==> src/flash_host_pkg.sv <==
// Constants, types and timing for the parallel NOR flash host controller
package flash_host_pkg;

    // Flash bus widths and write-buffer depth
    localparam int FLASH_ADDR_W = 22;
    localparam int FLASH_DATA_W = 16;
    localparam int BUF_WORDS_MAX = 16;

    // Clock period in ps; strobe timing in ns as the minimums to honour
    localparam int CLK_PERIOD_PS = 5000;
    localparam int T_ADDR_SETUP_NS = 10;
    localparam int T_WE_LOW_NS = 40;
    localparam int T_WE_HIGH_NS = 30;
    localparam int T_FIRST_ACCESS_NS = 70;
    localparam int T_BUSY_VALID_NS = 100;

    // Least time rounds up to whole cycles, never below one
    function automatic int ns_to_cycles(input int ns);
        int c;
        c = (ns * 1000 + CLK_PERIOD_PS - 1) / CLK_PERIOD_PS;
        return (c < 1) ? 1 : c;
    endfunction : ns_to_cycles

    localparam int SETUP_CYC = ns_to_cycles(T_ADDR_SETUP_NS);
    localparam int WE_LOW_CYC = ns_to_cycles(T_WE_LOW_NS);
    localparam int WE_HIGH_CYC = ns_to_cycles(T_WE_HIGH_NS);
    localparam int ACCESS_CYC = ns_to_cycles(T_FIRST_ACCESS_NS);
    localparam int BUSY_VALID_CYC = ns_to_cycles(T_BUSY_VALID_NS);

    // Command codes and unlock addresses placed on the flash bus
    localparam logic [15:0] CODE_UNLOCK1 = 16'h00AA;
    localparam logic [15:0] CODE_UNLOCK2 = 16'h0055;
    localparam logic [15:0] CODE_PROGRAM = 16'h00A0;
    localparam logic [15:0] CODE_ERASE_SETUP = 16'h0080;
    localparam logic [15:0] CODE_BLOCK_ERASE = 16'h0030;
    localparam logic [15:0] CODE_BUF_LOAD = 16'h0025;
    localparam logic [15:0] CODE_BUF_COMMIT = 16'h0029;
    localparam logic [15:0] CODE_ABORT_RESET = 16'h00F0;
    localparam logic [21:0] ADDR_UNLOCK1 = 22'h00_0555;
    localparam logic [21:0] ADDR_UNLOCK2 = 22'h00_02AA;

    // Register offsets on the AXI4-Lite slave
    localparam logic [7:0] CMD_OFF = 8'h00;
    localparam logic [7:0] ADDR_OFF = 8'h04;
    localparam logic [7:0] WDATA_OFF = 8'h08;
    localparam logic [7:0] COUNT_OFF = 8'h0C;
    localparam logic [7:0] STATUS_OFF = 8'h10;
    localparam logic [7:0] RDATA_OFF = 8'h14;
    localparam logic [7:0] WP_OFF = 8'h18;
    localparam logic [1:0] BUF_REGION = 2'h1;

    // Field positions
    localparam int CMD_GO_BIT = 8;
    localparam int ST_BUSY_BIT = 0;
    localparam int ST_ERR_BIT = 1;
    localparam int ST_PIN_BIT = 2;
    localparam logic [1:0] RESP_OKAY = 2'h0;
    localparam logic [1:0] RESP_SLVERR = 2'h2;

    // Operations selectable through the command register
    typedef enum logic [2:0] {
        OP_READ,
        OP_PROGRAM,
        OP_BUFFER,
        OP_ERASE,
        OP_ABORT_RESET
    } op_t;

    // Address and data of one flash bus cycle
    typedef struct packed {
        logic [21:0] addr;
        logic [15:0] data;
    } bus_cycle_t;

    // All pins that the controller drives toward the flash
    typedef struct packed {
        logic ce_n;
        logic we_n;
        logic oe_n;
        logic wp_n;
        logic [21:0] addr;
        logic [15:0] dq_out;
        logic dq_oe;
    } flash_out_t;

endpackage : flash_host_pkg

==> src/flash_host_ctrl.sv <==
// AXI4-Lite controlled host sequencer driving a parallel x16 NOR flash
// Notes on behaviour
// - Host writes with write strobe under select
// - Host erases block before programming it; OP_PROGRAM and OP_BUFFER program without erasing first
// - Host holds write-protect steady during sequences
// - Buffer load is words plus five cycles
// - Abort sets flag; host issues abort reset
//
// Our own choices: the register addresses and the AXI4-Lite slave port.
module flash_host_ctrl
    import flash_host_pkg::*;
#(
    parameter int BUF_WORDS = BUF_WORDS_MAX
) (
    input wire logic aclk,
    input wire logic aresetn,
    input wire logic [7:0] awaddr,
    input wire logic awvalid,
    output logic awready,
    input wire logic [31:0] wdata,
    input wire logic [3:0] wstrb,
    input wire logic wvalid,
    output logic wready,
    output logic [1:0] bresp,
    output logic bvalid,
    input wire logic bready,
    input wire logic [7:0] araddr,
    input wire logic arvalid,
    output logic arready,
    output logic [31:0] rdata,
    output logic [1:0] rresp,
    output logic rvalid,
    input wire logic rready,
    output flash_out_t flash_o,
    input wire logic [15:0] dq_in,
    input wire logic busy_indicator_n
);

    if (BUF_WORDS < 1 || BUF_WORDS > BUF_WORDS_MAX) begin : g_bad_depth
        $error("BUF_WORDS must be 1 to 16");
    end

    typedef enum logic [2:0] {S_IDLE, S_SETUP, S_STROBE, S_HOLD, S_READ, S_BUSY_WAIT} state_t;

    state_t state_reg;
    op_t op_reg;
    flash_out_t flash_reg;
    logic [15:0] cnt_reg;
    logic [4:0] idx_reg;
    logic [4:0] nwords_reg;
    logic [21:0] addr_reg;
    logic [15:0] wdata_reg;
    logic [4:0] count_reg;
    logic wp_cfg_reg;
    logic err_reg;
    logic [15:0] rd_word_reg;
    logic [15:0] buf_mem [BUF_WORDS];
    logic aw_held_reg, w_held_reg;
    logic [7:0] awaddr_reg;
    logic [31:0] wdata_bus_reg;
    logic [3:0] wstrb_reg;
    logic do_write, start_req, start_ok, count_ok;
    op_t op_sel;
    logic [4:0] idx_sel, last_idx;
    logic [3:0] buf_sel;
    bus_cycle_t cyc;

    // Byte-enable merge for a register write
    function automatic logic [31:0] merge(input logic [31:0] old, input logic [31:0] nv,
                                         input logic [3:0] strb);
        logic [31:0] r;
        r = old;
        for (int i = 0; i < 4; i++) begin
            if (strb[i]) begin
                r[i*8 +: 8] = nv[i*8 +: 8];
            end
        end
        return r;
    endfunction : merge

    // Index of the final flash bus cycle for an operation
    function automatic logic [4:0] last_of(input op_t op, input logic [4:0] n);
        unique case (op)
            OP_PROGRAM: return 5'h03;
            OP_ERASE: return 5'h05;
            OP_ABORT_RESET: return 5'h02;
            OP_BUFFER: return 5'(n + 5'h04);
            default: return 5'h00;
        endcase
    endfunction : last_of

    // Address and data of bus cycle idx of an operation
    function automatic bus_cycle_t step_cycle(input op_t op, input logic [4:0] idx,
                                              input logic [4:0] n, input logic [21:0] a,
                                              input logic [15:0] d, input logic [15:0] bw);
        bus_cycle_t c;
        logic [21:0] blk;
        blk = {a[21:15], 15'h0000};
        c = '{addr: ADDR_UNLOCK1, data: CODE_UNLOCK1};
        if (op == OP_READ) begin
            c = '{addr: a, data: 16'h0000};
        end else if (idx == 5'h01) begin
            c = '{addr: ADDR_UNLOCK2, data: CODE_UNLOCK2};
        end else if (idx >= 5'h02) begin
            unique case (op)
                OP_PROGRAM: c = (idx == 5'h02)
                                ? bus_cycle_t'{addr: ADDR_UNLOCK1, data: CODE_PROGRAM}
                                : bus_cycle_t'{addr: a, data: d};
                OP_ERASE: begin
                    if (idx == 5'h02) c = '{addr: ADDR_UNLOCK1, data: CODE_ERASE_SETUP};
                    else if (idx == 5'h04) c = '{addr: ADDR_UNLOCK2, data: CODE_UNLOCK2};
                    else if (idx == 5'h05) c = '{addr: blk, data: CODE_BLOCK_ERASE};
                end
                OP_ABORT_RESET: c = '{addr: ADDR_UNLOCK1, data: CODE_ABORT_RESET};
                OP_BUFFER: begin
                    if (idx == 5'h02) begin
                        c = '{addr: blk, data: CODE_BUF_LOAD};
                    end else if (idx == 5'h03) begin
                        c = '{addr: blk, data: {11'h000, 5'(n - 5'h01)}};
                    end else if (idx == 5'(n + 5'h04)) begin
                        c = '{addr: blk, data: CODE_BUF_COMMIT};
                    end else begin
                        c = '{addr: {a[21:4], 4'(idx - 5'h04)}, data: bw};
                    end
                end
                default: c = '{addr: a, data: d};
            endcase
        end
        return c;
    endfunction : step_cycle

    // AXI handshakes: one write and one read in flight at a time
    assign awready = !aw_held_reg;
    assign wready = !w_held_reg;
    assign arready = !rvalid;
    assign do_write = aw_held_reg && w_held_reg && !bvalid;
    assign start_req = do_write && awaddr_reg == CMD_OFF && wstrb_reg[1]
                       && wdata_bus_reg[CMD_GO_BIT];
    assign count_ok = count_reg >= 5'h01 && count_reg <= 5'(BUF_WORDS);
    assign start_ok = start_req && state_reg == S_IDLE
                      && (op_t'(wdata_bus_reg[2:0]) != OP_BUFFER || count_ok);

    // Write channel capture; address and data may arrive in either order
    always_ff @(posedge aclk) begin
        if (!aresetn) begin
            aw_held_reg <= 1'b0;
            w_held_reg <= 1'b0;
            awaddr_reg <= 8'h00;
            wdata_bus_reg <= 32'h0000_0000;
            wstrb_reg <= 4'h0;
            bvalid <= 1'b0;
            bresp <= RESP_OKAY;
        end else begin
            if (awvalid && awready) begin
                aw_held_reg <= 1'b1;
                awaddr_reg <= awaddr;
            end
            if (wvalid && wready) begin
                w_held_reg <= 1'b1;
                wdata_bus_reg <= wdata;
                wstrb_reg <= wstrb;
            end
            if (do_write) begin
                aw_held_reg <= 1'b0;
                w_held_reg <= 1'b0;
                bvalid <= 1'b1;
                bresp <= (awaddr_reg[7:6] == BUF_REGION || awaddr_reg <= WP_OFF)
                         ? RESP_OKAY : RESP_SLVERR;
            end else if (bvalid && bready) begin
                bvalid <= 1'b0;
            end
        end
    end

    // Software registers; status writes of one clear the error flag, a new error wins
    always_ff @(posedge aclk) begin
        if (!aresetn) begin
            addr_reg <= 22'h00_0000;
            wdata_reg <= 16'h0000;
            count_reg <= 5'h01;
            wp_cfg_reg <= 1'b1;
            err_reg <= 1'b0;
        end else begin
            if (do_write) begin
                unique case (awaddr_reg)
                    ADDR_OFF: addr_reg <= 22'(merge(32'(addr_reg), wdata_bus_reg, wstrb_reg));
                    WDATA_OFF: wdata_reg <= 16'(merge(32'(wdata_reg), wdata_bus_reg, wstrb_reg));
                    COUNT_OFF: count_reg <= 5'(merge(32'(count_reg), wdata_bus_reg, wstrb_reg));
                    WP_OFF: wp_cfg_reg <= wstrb_reg[0] ? wdata_bus_reg[0] : wp_cfg_reg;
                    STATUS_OFF: begin
                        if (wstrb_reg[0] && wdata_bus_reg[ST_ERR_BIT]) err_reg <= 1'b0;
                    end
                    default: ;
                endcase
            end
            if (start_req && !start_ok) begin
                err_reg <= 1'b1;
            end
        end
    end

    // Buffer words; flip-flop storage keeps the sequencer free of memory latency
    always_ff @(posedge aclk) begin
        if (do_write && awaddr_reg[7:6] == BUF_REGION && 32'(awaddr_reg[5:2]) < BUF_WORDS) begin
            buf_mem[awaddr_reg[5:2]] <= 16'(merge(32'(buf_mem[awaddr_reg[5:2]]),
                                                  wdata_bus_reg, wstrb_reg));
        end
    end

    // Read channel
    always_ff @(posedge aclk) begin
        if (!aresetn) begin
            rvalid <= 1'b0;
            rdata <= 32'h0000_0000;
            rresp <= RESP_OKAY;
        end else if (arvalid && arready) begin
            rvalid <= 1'b1;
            rresp <= RESP_OKAY;
            unique case (araddr)
                CMD_OFF: rdata <= {29'h0000_0000, op_reg};
                ADDR_OFF: rdata <= {10'h000, addr_reg};
                WDATA_OFF: rdata <= {16'h0000, wdata_reg};
                COUNT_OFF: rdata <= {27'h000_0000, count_reg};
                STATUS_OFF: rdata <= {29'h0000_0000, busy_indicator_n, err_reg,
                                      state_reg != S_IDLE};
                RDATA_OFF: rdata <= {16'h0000, rd_word_reg};
                WP_OFF: rdata <= {31'h0000_0000, wp_cfg_reg};
                default: begin
                    if (araddr[7:6] == BUF_REGION && 32'(araddr[5:2]) < BUF_WORDS) begin
                        rdata <= {16'h0000, buf_mem[araddr[5:2]]};
                    end else begin
                        rdata <= 32'h0000_0000;
                        rresp <= RESP_SLVERR;
                    end
                end
            endcase
        end else if (rvalid && rready) begin
            rvalid <= 1'b0;
        end
    end

    // Next bus cycle: from the command at start, else the following index
    assign op_sel = (state_reg == S_IDLE) ? op_t'(wdata_bus_reg[2:0]) : op_reg;
    assign idx_sel = (state_reg == S_IDLE) ? 5'h00 : 5'(idx_reg + 5'h01);
    assign buf_sel = 4'(idx_sel - 5'h04);
    assign last_idx = last_of(op_reg, nwords_reg);
    assign cyc = step_cycle(op_sel, idx_sel, (state_reg == S_IDLE) ? count_reg : nwords_reg,
                            addr_reg, wdata_reg,
                            (32'(buf_sel) < BUF_WORDS) ? buf_mem[buf_sel] : 16'h0000);
    assign flash_o = flash_reg;

    // Flash sequencer; address and data are set a full setup time before the strobe
    always_ff @(posedge aclk) begin
        if (!aresetn) begin
            state_reg <= S_IDLE;
            op_reg <= OP_READ;
            cnt_reg <= 16'h0000;
            idx_reg <= 5'h00;
            nwords_reg <= 5'h01;
            rd_word_reg <= 16'h0000;
            flash_reg <= '{ce_n: 1'b1, we_n: 1'b1, oe_n: 1'b1, wp_n: 1'b1,
                           addr: 22'h00_0000, dq_out: 16'h0000, dq_oe: 1'b0};
        end else begin
            unique case (state_reg)
                S_IDLE: begin
                    // protect level changes only between sequences
                    flash_reg.wp_n <= wp_cfg_reg;
                    if (start_ok) begin
                        op_reg <= op_sel;
                        nwords_reg <= count_reg;
                        idx_reg <= 5'h00;
                        flash_reg.ce_n <= 1'b0;
                        flash_reg.addr <= cyc.addr;
                        flash_reg.dq_out <= cyc.data;
                        flash_reg.dq_oe <= op_sel != OP_READ;
                        cnt_reg <= 16'(SETUP_CYC - 1);
                        state_reg <= S_SETUP;
                    end
                end
                S_SETUP: begin
                    if (cnt_reg != 16'h0000) begin
                        cnt_reg <= cnt_reg - 16'h0001;
                    end else if (op_reg == OP_READ) begin
                        flash_reg.oe_n <= 1'b0;
                        cnt_reg <= 16'(ACCESS_CYC - 1);
                        state_reg <= S_READ;
                    end else begin
                        // strobe falls with select held low
                        flash_reg.we_n <= 1'b0;
                        cnt_reg <= 16'(WE_LOW_CYC - 1);
                        state_reg <= S_STROBE;
                    end
                end
                S_STROBE: begin
                    if (cnt_reg != 16'h0000) begin
                        cnt_reg <= cnt_reg - 16'h0001;
                    end else begin
                        flash_reg.we_n <= 1'b1;
                        cnt_reg <= 16'(WE_HIGH_CYC - 1);
                        state_reg <= S_HOLD;
                    end
                end
                S_HOLD: begin
                    if (cnt_reg != 16'h0000) begin
                        cnt_reg <= cnt_reg - 16'h0001;
                    end else if (idx_reg == last_idx) begin
                        flash_reg.ce_n <= 1'b1;
                        flash_reg.dq_oe <= 1'b0;
                        cnt_reg <= 16'(BUSY_VALID_CYC - 1);
                        state_reg <= (op_reg == OP_ABORT_RESET) ? S_IDLE : S_BUSY_WAIT;
                    end else begin
                        idx_reg <= idx_sel;
                        flash_reg.addr <= cyc.addr;
                        flash_reg.dq_out <= cyc.data;
                        cnt_reg <= 16'(SETUP_CYC - 1);
                        state_reg <= S_SETUP;
                    end
                end
                S_READ: begin
                    if (cnt_reg != 16'h0000) begin
                        cnt_reg <= cnt_reg - 16'h0001;
                    end else begin
                        rd_word_reg <= dq_in;
                        flash_reg.oe_n <= 1'b1;
                        flash_reg.ce_n <= 1'b1;
                        state_reg <= S_IDLE;
                    end
                end
                S_BUSY_WAIT: begin
                    // wait for busy pin release; no commands meanwhile
                    if (cnt_reg != 16'h0000) begin
                        cnt_reg <= cnt_reg - 16'h0001;
                    end else if (busy_indicator_n) begin
                        state_reg <= S_IDLE;
                    end
                end
            endcase
        end
    end
endmodule : flash_host_ctrl

==> config.mk <==
export PLATFORM = sky130hd
export DESIGN_NAME = flash_host_ctrl
export DESIGN_NICKNAME = d
export VERILOG_FILES = /design/src/flash_host_pkg.sv /design/src/flash_host_ctrl.sv
export SDC_FILE = /design/constraint.sdc
export NUM_CORES = 1
export LEC_CHECK = 0
export ABC_AREA = 1
export BUFFER_PORTS_ARGS = -buffer_cell sky130_fd_sc_hd__buf_2
export CORE_ASPECT_RATIO = 1.4
export CORE_MARGIN = 4
export CORE_UTILIZATION = 55
export CTS_CLUSTER_SIZE = 12
export DETAILED_ROUTE_END_ITERATION = 12
export PLACE_DENSITY = 0.8
export REMOVE_ABC_BUFFERS = 1
export SLEW_MARGIN = 10
export SYNTH_ARGS = -nofsm -noshare
export SYNTH_HDL_FRONTEND = slang
export SYNTH_SLANG_ARGS = --single-unit
export TNS_END_PERCENT = 50
==> constraint.sdc <==
create_clock -name aclk -period 3.95 [get_ports aclk]
set_clock_uncertainty 0.05 [all_clocks]
set_input_delay 0.395 -clock aclk [delete_from_list [all_inputs] [get_ports aclk]]
set_output_delay 0.395 -clock aclk [all_outputs]
set_load 0.03 [all_outputs]
=== Yosys cells after proc, flatten, opt, wreduce, memory -nomap -nowiden ===
Memory sizes are Yosys's and may differ from the RTL's.
Cells that the tools add are included.

* Memories: 1
* Input bits: 76
* Bits in registers: 209
* Output and inout port bits: 84
* Memory bits (writable): 256

* $lt $le $gt $ge: 4
* Eq/ne operators: 48
* Reduce and logical (&&, ||, !) cells: 62
* Multiplexer cells: 72
* Bitwise logic cells: 2
* Add/sub/neg operators: 6

{| class="wikitable"
|+ Memories
! name !! words !! width !! read ports !! clocked after memory_dff !! wr ports !! line !! RTL
|-
| buf_mem || 16 || 16 || 2 || 0 || 1 || flash_host_ctrl.sv:57 || <nowiki>logic [15:0] buf_mem [BUF_WORDS];</nowiki>
|}

{| class="wikitable"
|+ Operators with widths
! cell !! count
|-
| 2-to-1 mux 38 bit || 8
|-
| one-hot mux 22 bit (7 select lines) || 1
|-
| one-hot mux 38 bit (4 select lines) || 1
|-
| 2-to-1 mux 16 bit || 6
|-
| 2-to-1 mux 31 bit || 3
|-
| one-hot mux 16 bit (5 select lines) || 1
|-
| 2-to-1 mux 39 bit || 2
|-
| one-hot mux 39 bit (2 select lines) || 1
|-
| equality test 8 x 5 -> 1 bit, second input constant || 5
|-
| 2-to-1 mux 3 bit || 11
|-
| equality test 8 x 4 -> 1 bit, second input constant || 4
|-
| 2-to-1 mux 8 bit || 4
|-
| 2-to-1 mux 5 bit || 6
|-
| inequality test 2 bit, second input constant || 13
|-
| AND reduction 3 bit || 8
|-
| one-hot mux 5 bit (4 select lines) || 1
|-
| equality test 3 x 2 -> 1 bit, second input constant || 6
|-
| one-hot mux 3 bit (6 select lines) || 1
|-
| 2-to-1 mux 1 bit || 17
|-
| equality test 8 x 3 -> 1 bit, second input constant || 2
|-
| logical AND 1 bit || 16
|-
| zero test 8 bit || 2
|-
| AND reduction 4 bit || 4
|-
| nonzero test 16 bit || 1
|-
| 34 further kinds || 70
|}

=== Depth between registers and ports, before layout ===
Gate-level depths: netlist (run 1).

* Word-level depth: 14
* Depth in mapped cells: 21

=== Worst setup path after synthesis (run 1) ===
Ideal clock, no wire load.

* Path type: register -> register
* Start point: register state_reg[2]
* End point: register flash_reg (netlist bit flash_o[4])
* Path slack: 1.118 ns
* Arrival: 2.649 ns
* Required time: 3.768 ns
* Stages on the path, launching flop included: 19
* Path through: dfxtp_1 > buf_4 > inv_2 > nand2_4 > buf_6 > buf_6 > nand3_2 > buf_2 > buf_2 > ha_1 > clkbuf_1 > clkinv_1 > clkbuf_1 > o221ai_1 > nand2_1 > o21bai_1 > nand3_1 > nand2_1 > a21oi_1

* Cells in the longest elaborated chain, start to end: 14
* Elaborated cells on any way between the ends: 43
* Those cells by class: add/sub: 3; order compare: 1; eq/ne: 14; mux: 18; reduce/logical: 6; memory: 1

{| class="wikitable"
|+ RTL lines
! what !! line !! RTL
|-
| start, declared || flash_host_ctrl.sv:45 || <nowiki>state_t state_reg;</nowiki>
|-
| start signal, assigned || flash_host_ctrl.sv:310 || <nowiki>state_reg <= (op_reg == OP_ABORT_RESET) ? S_IDLE : S_BUSY_WAIT;</nowiki>
|-
| zero test 3 bit || - ||
|-
| 2-to-1 mux 5 bit (on tied branches) || flash_host_ctrl.sv:244, flash_host_ctrl.sv:247 ||
|-
| subtractor 4 x 3 -> 4 bit or adder 5 x 3 -> 5 bit (tied branches) || flash_host_ctrl.sv:245, flash_host_ctrl.sv:120 ||
|-
| memory read (16 x 16 bit) or equality test 5 bit (tied branches) || - ||
|-
| 2-to-1 mux 31 bit || flash_host_ctrl.sv:120 || <nowiki>end else if (idx == 5'(n + 5'h04)) begin</nowiki>
|-
| 2-to-1 mux 31 bit || flash_host_ctrl.sv:118 || <nowiki>end else if (idx == 5'h03) begin</nowiki>
|-
| 2-to-1 mux 31 bit || flash_host_ctrl.sv:116 || <nowiki>if (idx == 5'h02) begin</nowiki>
|-
| one-hot mux 38 bit (4 select lines) || flash_host_ctrl.sv:105 || <nowiki>unique case (op)</nowiki>
|-
| 2-to-1 mux 38 bit || flash_host_ctrl.sv:104 || <nowiki>end else if (idx >= 5'h02) begin</nowiki>
|-
| 2-to-1 mux 38 bit || flash_host_ctrl.sv:102 || <nowiki>end else if (idx == 5'h01) begin</nowiki>
|-
| 2-to-1 mux 38 bit || flash_host_ctrl.sv:100 || <nowiki>if (op == OP_READ) begin</nowiki>
|-
| 2-to-1 mux 38 bit || flash_host_ctrl.sv:306 || <nowiki>end else if (idx_reg == last_idx) begin</nowiki>
|-
| 2-to-1 mux 39 bit || flash_host_ctrl.sv:304 || <nowiki>if (cnt_reg != 16'h0000) begin</nowiki>
|-
| one-hot mux 39 bit (2 select lines) || flash_host_ctrl.sv:264 || <nowiki>unique case (state_reg)</nowiki>
|-
| end signal, assigned || flash_host_ctrl.sv:261 || <nowiki>flash_reg <= '{ce_n: 1'b1, we_n: 1'b1, oe_n: 1'b1, wp_n: 1'b1,</nowiki>
|-
| end, declared || flash_host_ctrl.sv:47 || <nowiki>flash_out_t flash_reg;</nowiki>
|}

Several ways; a longest one is shown, not always the timed one. The select of a mux whose other input is x is not followed.
A chain may end at the register's enable or synchronous reset.

=== Worst setup path in the final report (run 1) ===
Ends and elaborated chain as after synthesis.

==> out/qor.yml, run 1 <==
worst_setup_path:
  crit_type: "flop to flop"
  crit_buf_inv: 3
  r2r-end: "flash_o[4]"
  cp_common_cell: "nand2_1"
  cp_slowest_cell: "clkinv_1"
  max_stage_delay_ns: 0.61
  crit_path_start_kind: "flop"
  r2r_cells: 12
  cp.arrival_ns: 3.92
  path_max_fanout: 23
  end_kind: "flop"
  r2r_start: "state_reg[2]"
  crit_cells: 12
  startpoint: "state_reg[2]"
  required_ns: 4.30
  regToRegSetupSlack_ns: 0.38
  cp_cell_sequence: "inv_2 -> nand2_4 -> buf_4 -> nand3_2 -> ha_1 -> clkinv_1 -> o221ai_1 -> nand2_1 -> o21bai_1 -> nand3_1 -> nand2_1 -> a21oi_1"
  endpoint: "flash_o[4]"
  path_delay_family: "buffers and inverters"
floorplanning:
  core_region_area_sq_um: 38700
  die_w_um: 176
  boundaryPins: 160
  die_area_sq_um: 42600
  die_h_um: 243
  rows: 85
  start_util_pct: 55.9
power_and_ir_drop:
  cellPowerDensity_nw_per_um2: 688
  leakagePower_uw: 0.00950
  max-vdd-ir-drop_uv: 460
  total_power_uw: 16700
detailed_routing:
  drc: 0
  first_pass_iters: 8
  ant_nets: 0
  drt_iter0_drc: 2430
  dr_total_vias: 19900
  routedWlPerCell_um: 23.2
  routed_wl_um: 73200
  viasPerCell: 6.29
cts:
  cts_sinks: 453
  clkLatencyLatePin_ns: 0.57
  path_clk_slew_ns: 0.06
  h-tree-depth: 2
  cts_setup_buffers: 0
  numCtsBuffers: 45
  cts-root-buf: "clkbuf_16"
  cts_tree: "yes"
  max-clock-path-buffers: 3
  post_cts_resized: 0
place:
  port_buffers: 136
  dpl.hpwl_um: 50100
  dp_slack_ns: 0.572
  gp_congestion: 0.957
timing:
  max_freq_mhz: 280
  rsz0062_at_grt: "no"
  max_slew_margin_pct: 23.3
  layout_setup_ws_ns: 0.376
  finalCriticalPeriod_ns: 3.57
  post-route-period-util_pct: 90.5
  tightest_slew_ns: 1.15
  hold_viol_final: 0
  slew_viol_final: 0
  setup-violations-final: 0
finish:
  largest_reg_flops: 256
  area_growth_pct: 12.1
  n_fill_cell: 3242
  nets: 2695
  post_route_cells_drive_above_1_share_pct: 12.6
synth:
  synth_cells: 2489
  ys_seq_area_share_pct: 53.7
  synth_edf_count: 256
  synth-seq-cells: 453
  netlist-cell-type-count: 63
  avgSynthCellArea_sq_um: 8.70
  yosysWarnings: 0
  async_flop_share_pct: 0
  syn_area_sq_um: 21600
  synthFlopType: "edfxtp_1"
flow_run:
  cap_violations: 0
worst_hold_path:
  hp-class: "primary input to flop"
global_routing:
  grt_start_max_net_pins: 75
  grt_antenna_before_repair: 3
  grt_pass1_vias: 19300
  grt_overflow: 0
  grt_pass1_wl_um: 110000
  grt_use_total_pct: 33.2
status:
  status: "finished clean"
-- kinds of logic (layout without fill, tap and decap cells) --
logic type	count (synthesis)	after routing	synth area share [%]
AO/OA/AOI/OAI	673	673	18.7
adder cells (fa/ha/maj)	7	7	0.405
other	1	15	0.0173
XOR/XNOR	14	14	0.566
buffers and inverters	382	519	7.40
flip-flops	453	453	53.7
AND/OR/NAND/NOR	959	959	19.2
-- what timing repair did --
item | 4_1_cts | 5_1_grt
endpoints found under the setup margin | 0 | 0
hold buffers | 7 | 0
endpoints found under the hold margin | 7 | 0
-- Yosys cell counts (all sizes together), types with 7 or more instances --
cell	instances	share of area, %
nand2	477	8.5
edfxtp	256	36
nor2	254	4.7
inv	240	4.2
o21ai	217	5.0
dfxtp	197	18
a21oi	189	4.4
nand3	117	2.9
clkbuf	76	1.3
a22oi	73	2.5
buf	62	1.9
o22ai	61	1.8
nand4	37	1.1
nor3	37	0.98
or2	26	0.75
o211ai	25	0.89
a211oi	23	0.80
o2111ai	18	0.73
a221oi	17	0.69
a31oi	16	0.46
xor2	12	0.49
o221ai	10	0.40
ha	7	0.40
-- power by group --
group / internal, uW / switching [uW] / total [uW]
Combinational: 2070 / 5100 / 7170
Clock: 2260 / 1790 / 4050
Sequential: 5260 / 228 / 5490
Total: 9590 / 7110 / 16700
-- metrics by stage --
| stage | hold WS, ns | TNS [ns] | std cells | util, % | area (sq um) |
|---|---|---|---|---|---|
| 6_report | 0.00957 | 0 | 3162 | 62.7 | 24300 |
| 5_1_grt | 0.0209 | 0 | 3161 | 62.7 | 24300 |
| 4_1_cts | 0.0000787 | 0 | 3159 | 62.7 | 24300 |
| 3_5_place_dp | 0.403 | 0 | 3080 | 59.0 | 22900 |
| 3_3_place_gp | 0.399 | 0 | 3080 | 59.0 | 22900 |
| 2_1_floorplan | 0.379 | -5.08 | 2362 | - | 21000 |
-- layout make-up --
| cell class | count | area [sq um] | share of cell area, % |
|---|---|---|---|
| inverter | 244 | 916 | 3.77 |
| tap | 522 | 653 | 2.69 |
| timing repair buffer | 203 | 1270 | 5.22 |
| antenna | 3 | 7.51 | 0.0309 |
| clock buffer | 65 | 1250 | 5.16 |
| clock inverter | 7 | 83.8 | 0.345 |
| multi-input combinational | 1665 | 8460 | 34.9 |
| sequential | 453 | 11600 | 47.9 |
-- worst min path at each step --
stage                                 to  slack [ns]  cells past startpoint              start
after global routing      rd_word_reg[8]        0.02                      3           dq_in[8]
final                     rd_word_reg[4]        0.01                      3           dq_in[4]
after CTS                 rd_word_reg[4]     0.00008                      3           dq_in[4]
after global placement      addr_reg[21]        0.40                      2  wdata_bus_reg[21]
after floorplan             addr_reg[21]        0.38                      2  wdata_bus_reg[21]
after detailed placement        bresp[1]        0.40                      2           bresp[1]
-- worst register-to-register path, stage by stage, from the launching register on --
cell      delay, ns
dfxtp_1        0.47
inv_2          0.16
nand2_4        0.29
buf_4          0.24
nand3_2        0.09
ha_1           0.32
clkinv_1       0.61
o221ai_1       0.38
nand2_1        0.18
o21bai_1       0.32
nand3_1        0.15
nand2_1        0.09
a21oi_1        0.06
-- layer usage --
metal,track usage [%],vias to the layer above,routed length [um]
met5,0,-,0
met3,5.37,340,7680
met1,39.5,9214,24900
met4,23.0,0,6020
met2,54.8,1429,34600
li1,-,8910,-
-- placed cells by master, fill, tap and decap left out, drive strengths merged, types with 2 or more instances in the layout --
master	n
nand2	477
edfxtp	256
nor2	254
inv	241
o21ai	217
dfxtp	197
buf	196
a21oi	189
nand3	117
a22oi	73
clkbuf	65
o22ai	61
nand4	37
nor3	37
or2	26
o211ai	25
a211oi	23
o2111ai	18
a221oi	17
a31oi	16
xor2	12
conb	12
o221ai	10
clkinv	9
ha	7
dlygate4sd3	7
o31ai	4
nand3b	4
nor4	4
diode	3
a41oi	3
a21boi	3
xnor2	2
o21a	2
o21bai	2
a311o	2
a22o	2
(Power assumes the default switching activity.)
==> run 2, diff against run 1 <==
--- a/config.mk
+++ b/config.mk
@@ -5,7 +5,6 @@
 export SDC_FILE = /design/constraint.sdc
 export NUM_CORES = 1
 export LEC_CHECK = 0
-export ABC_AREA = 1
 export BUFFER_PORTS_ARGS = -buffer_cell sky130_fd_sc_hd__buf_2
 export CORE_ASPECT_RATIO = 1.4
 export CORE_MARGIN = 4
==> run 2 against run 1 <==
Against the previous run:
- first-iteration DRC count shrank 19%
- power is 27% lower
- final cell count decreased by 16%
- fmax grew 4.4%
- count of clock-buffer cells in the layout is 9 higher
- global-route usage shrank 0.89 points
- sequential share of layout area decreased by 0.93 points
- register-to-register slack improved by 0.15 ns
- synthesized area increased by 1.2%
- largest power group is now registers
- final area is 2.0% higher
- die area up 1.1%
- largest cell class unchanged
- via count down 10%
==> out/qor.yml, run 2 <==
synth:
  async_flop_share_pct: 0
  synth_most_common_cell: "edfxtp_1"
  netlist-cell-type-count: 95
  ys_top_cells_by_area: "edfxtp_1 35%, dfxtp_1 18%, mux4_2 9.4%"
  synth_top_area_share_pct: 35.1
  ys_seq_area_share_pct: 53.1
  avgSynthCellArea_sq_um: 11.2
  synth-seq-cells: 453
  yosysWarnings: 0
  syn_area_sq_um: 21900
  synth_cells: 1954
  synth_edf_count: 256
  synthFlopType: "edfxtp_1"
  synth_largest_area_cell: "edfxtp_1"
  yosys-top-cells-count: "256 x edfxtp_1, 226 x nand2_1, 197 x dfxtp_1"
finish:
  area_growth_pct: 13.0
  nets: 2170
  final_common_cell: "edfxtp_1"
  stdcell_count: 2650
  post_route_cells_drive_above_1_share_pct: 20.7
  final_cell_mix: "256 x edfxtp_1, 226 x nand2_1, 196 x dfxtp_1"
  n_fill_cell: 3018
  largest_reg_flops: 256
  utilization_pct: 62.9
worst_hold_path:
  hp-class: "primary input to flop"
  hold_depth: 3
detailed_routing:
  routed_wl_um: 71300
  drc: 0
  viasPerCell: 6.76
  first_pass_iters: 9
  ant_nets: 0
  dr_total_vias: 17900
  drt_iter0_drc: 1962
  routedWlPerCell_um: 26.9
status:
  status: "finished clean"
power_and_ir_drop:
  cellPowerDensity_nw_per_um2: 492
  max-vdd-ir-drop_uv: 448
  leakagePower_uw: 0.00855
worst_setup_path:
  path_delay_family: "compound AO/OA/AOI/OAI gates"
  endpoint: "flash_o[12]"
  end_kind: "flop"
  startpoint: "idx_reg[1]"
  crit_buf_inv: 1
  r2r_start: "idx_reg[1]"
  r2r_cells: 8
  path_max_fanout: 16
  crit_path_start_kind: "flop"
  regToRegSetupSlack_ns: 0.53
  max_stage_delay_ns: 0.73
  cp.arrival_ns: 3.87
  required_ns: 4.40
  crit_type: "flop to flop"
  cp_cell_sequence: "ha_4 -> nor2b_1 -> nor2_1 -> buf_4 -> nor2_1 -> o311ai_0 -> o311ai_0 -> a21oi_1"
  crit_cells: 8
  cp_slowest_cell: "nor2_1"
  r2r-end: "flash_o[12]"
cts:
  max-clock-path-buffers: 3
  post_cts_resized: 0
  cts_tree: "yes"
  cts_setup_buffers: 0
  cts-root-buf: "clkbuf_16"
  cts_sinks: 453
  numCtsBuffers: 46
  h-tree-depth: 2
  path_clk_slew_ns: 0.06
  clkLatencyLatePin_ns: 0.56
timing:
  slew_viol_final: 0
  setup-violations-final: 0
  layout_setup_ws_ns: 0.527
  post-route-period-util_pct: 86.7
  finalCriticalPeriod_ns: 3.42
  tightest_slew_ns: 1.15
  max_freq_mhz: 292
  rsz0062_at_grt: "no"
  hold_viol_final: 0
  max_slew_margin_pct: 22.8
  worst_hold_slack_ns: 0.0165
global_routing:
  grt_pass1_vias: 17500
  grt_use_total_pct: 32.3
  grt_start_max_net_pins: 59
  met3_usage_pct: 6.70
  grt_antenna_before_repair: 2
  met1_usage_pct: 40.1
  busiest_layer: "met2"
  use_met2_pct: 51.3
  grt_pass1_wl_um: 107000
  grt_overflow: 0
place:
  dp.cells: 2564
  port_buffers: 136
  dp_slack_ns: 0.736
  gp_congestion: 1.06
  dpl.hpwl_um: 49400
floorplanning:
  start_util_pct: 55.6
  boundaryPins: 160
  die_area_sq_um: 43100
  die_w_um: 177
  die_h_um: 244
  rows: 86
  core_region_area_sq_um: 39400
flow_run:
  cap_violations: 0
-- run 2: worst reg2reg max path: stages (launching register included) --
cell and delay (ns):
dfxtp_1 0.39, ha_4 0.47, nor2b_1 0.16, nor2_1 0.73, buf_4 0.34, nor2_1 0.07
o311ai_0 0.60, o311ai_0 0.36, a21oi_1 0.19
-- run 2: layout make-up --
class                           count  area (sq um)  share of cell area [%]
Inverter                           21          81.3                   0.329
Timing Repair Buffer              233          1430                    5.79
Antenna cell                        1          2.50                  0.0101
Tap cell                          528           661                    2.67
Clock buffer                       74          1320                    5.33
Clock inverter                      8          70.1                   0.283
Sequential cell                   453         11600                    47.0
Multi-Input combinational cell   1332          9560                    38.6
-- run 2: cells by family (layout without fill, tap and decap cells) --
group | count (synthesis) | in the layout | synth area share (%)
buf+inv | 180 | 336 | 3.69
mux | 186 | 186 | 13.8
fa+ha+maj | 7 | 7 | 0.400
xor+xnor | 36 | 36 | 1.47
simple gates | 629 | 629 | 13.5
compound gates | 462 | 462 | 14.0
flops | 453 | 453 | 53.1
other cells | 1 | 13 | 0.0171
-- run 2: metrics by stage --
step / TNS, ns / cell area [sq um] / power [uW]
2_1_floorplan: -88.69 / 21200 / 7070
3_3_place_gp: 0 / 23300 / 8020
3_5_place_dp: 0 / 23300 / 8070
4_1_cts: 0 / 24800 / 12100
5_1_grt: 0 / 24800 / 12600
6_report: 0 / 24800 / 12200
-- run 2: timing repair --
action                                  CTS  global route
endpoints found under the setup margin    0             0
hold buffers                              3             0
endpoints found under the hold margin     3             0
-- run 2: worst min-delay path by stage --
stage | from | end | slack [ns]
after floorplan | wstrb_reg[2] | wstrb_reg[2] | 0.38
after global placement | rdata[18] | rdata[18] | 0.39
after detailed placement | flash_o[22] | flash_o[22] | 0.39
after CTS | wdata[11] | wdata_bus_reg[11] | 0.0004
after global routing | wstrb[2] | wstrb_reg[2] | 0.02
final | wdata[14] | wdata_bus_reg[14] | 0.02
-- run 2: power by group --
part,internal [uW],total (uW),switching [uW]
clock network,2290,4090,1790
registers,5100,5270,171
logic,931,2830,1900
-- run 2: per-layer routing --
layer / share of wire [%] / up-vias
met5: 0 / -
met3: 11 / 335
met2: 46 / 1373
met1: 34 / 8556
met4: 8.0 / 0
li1: - / 7646
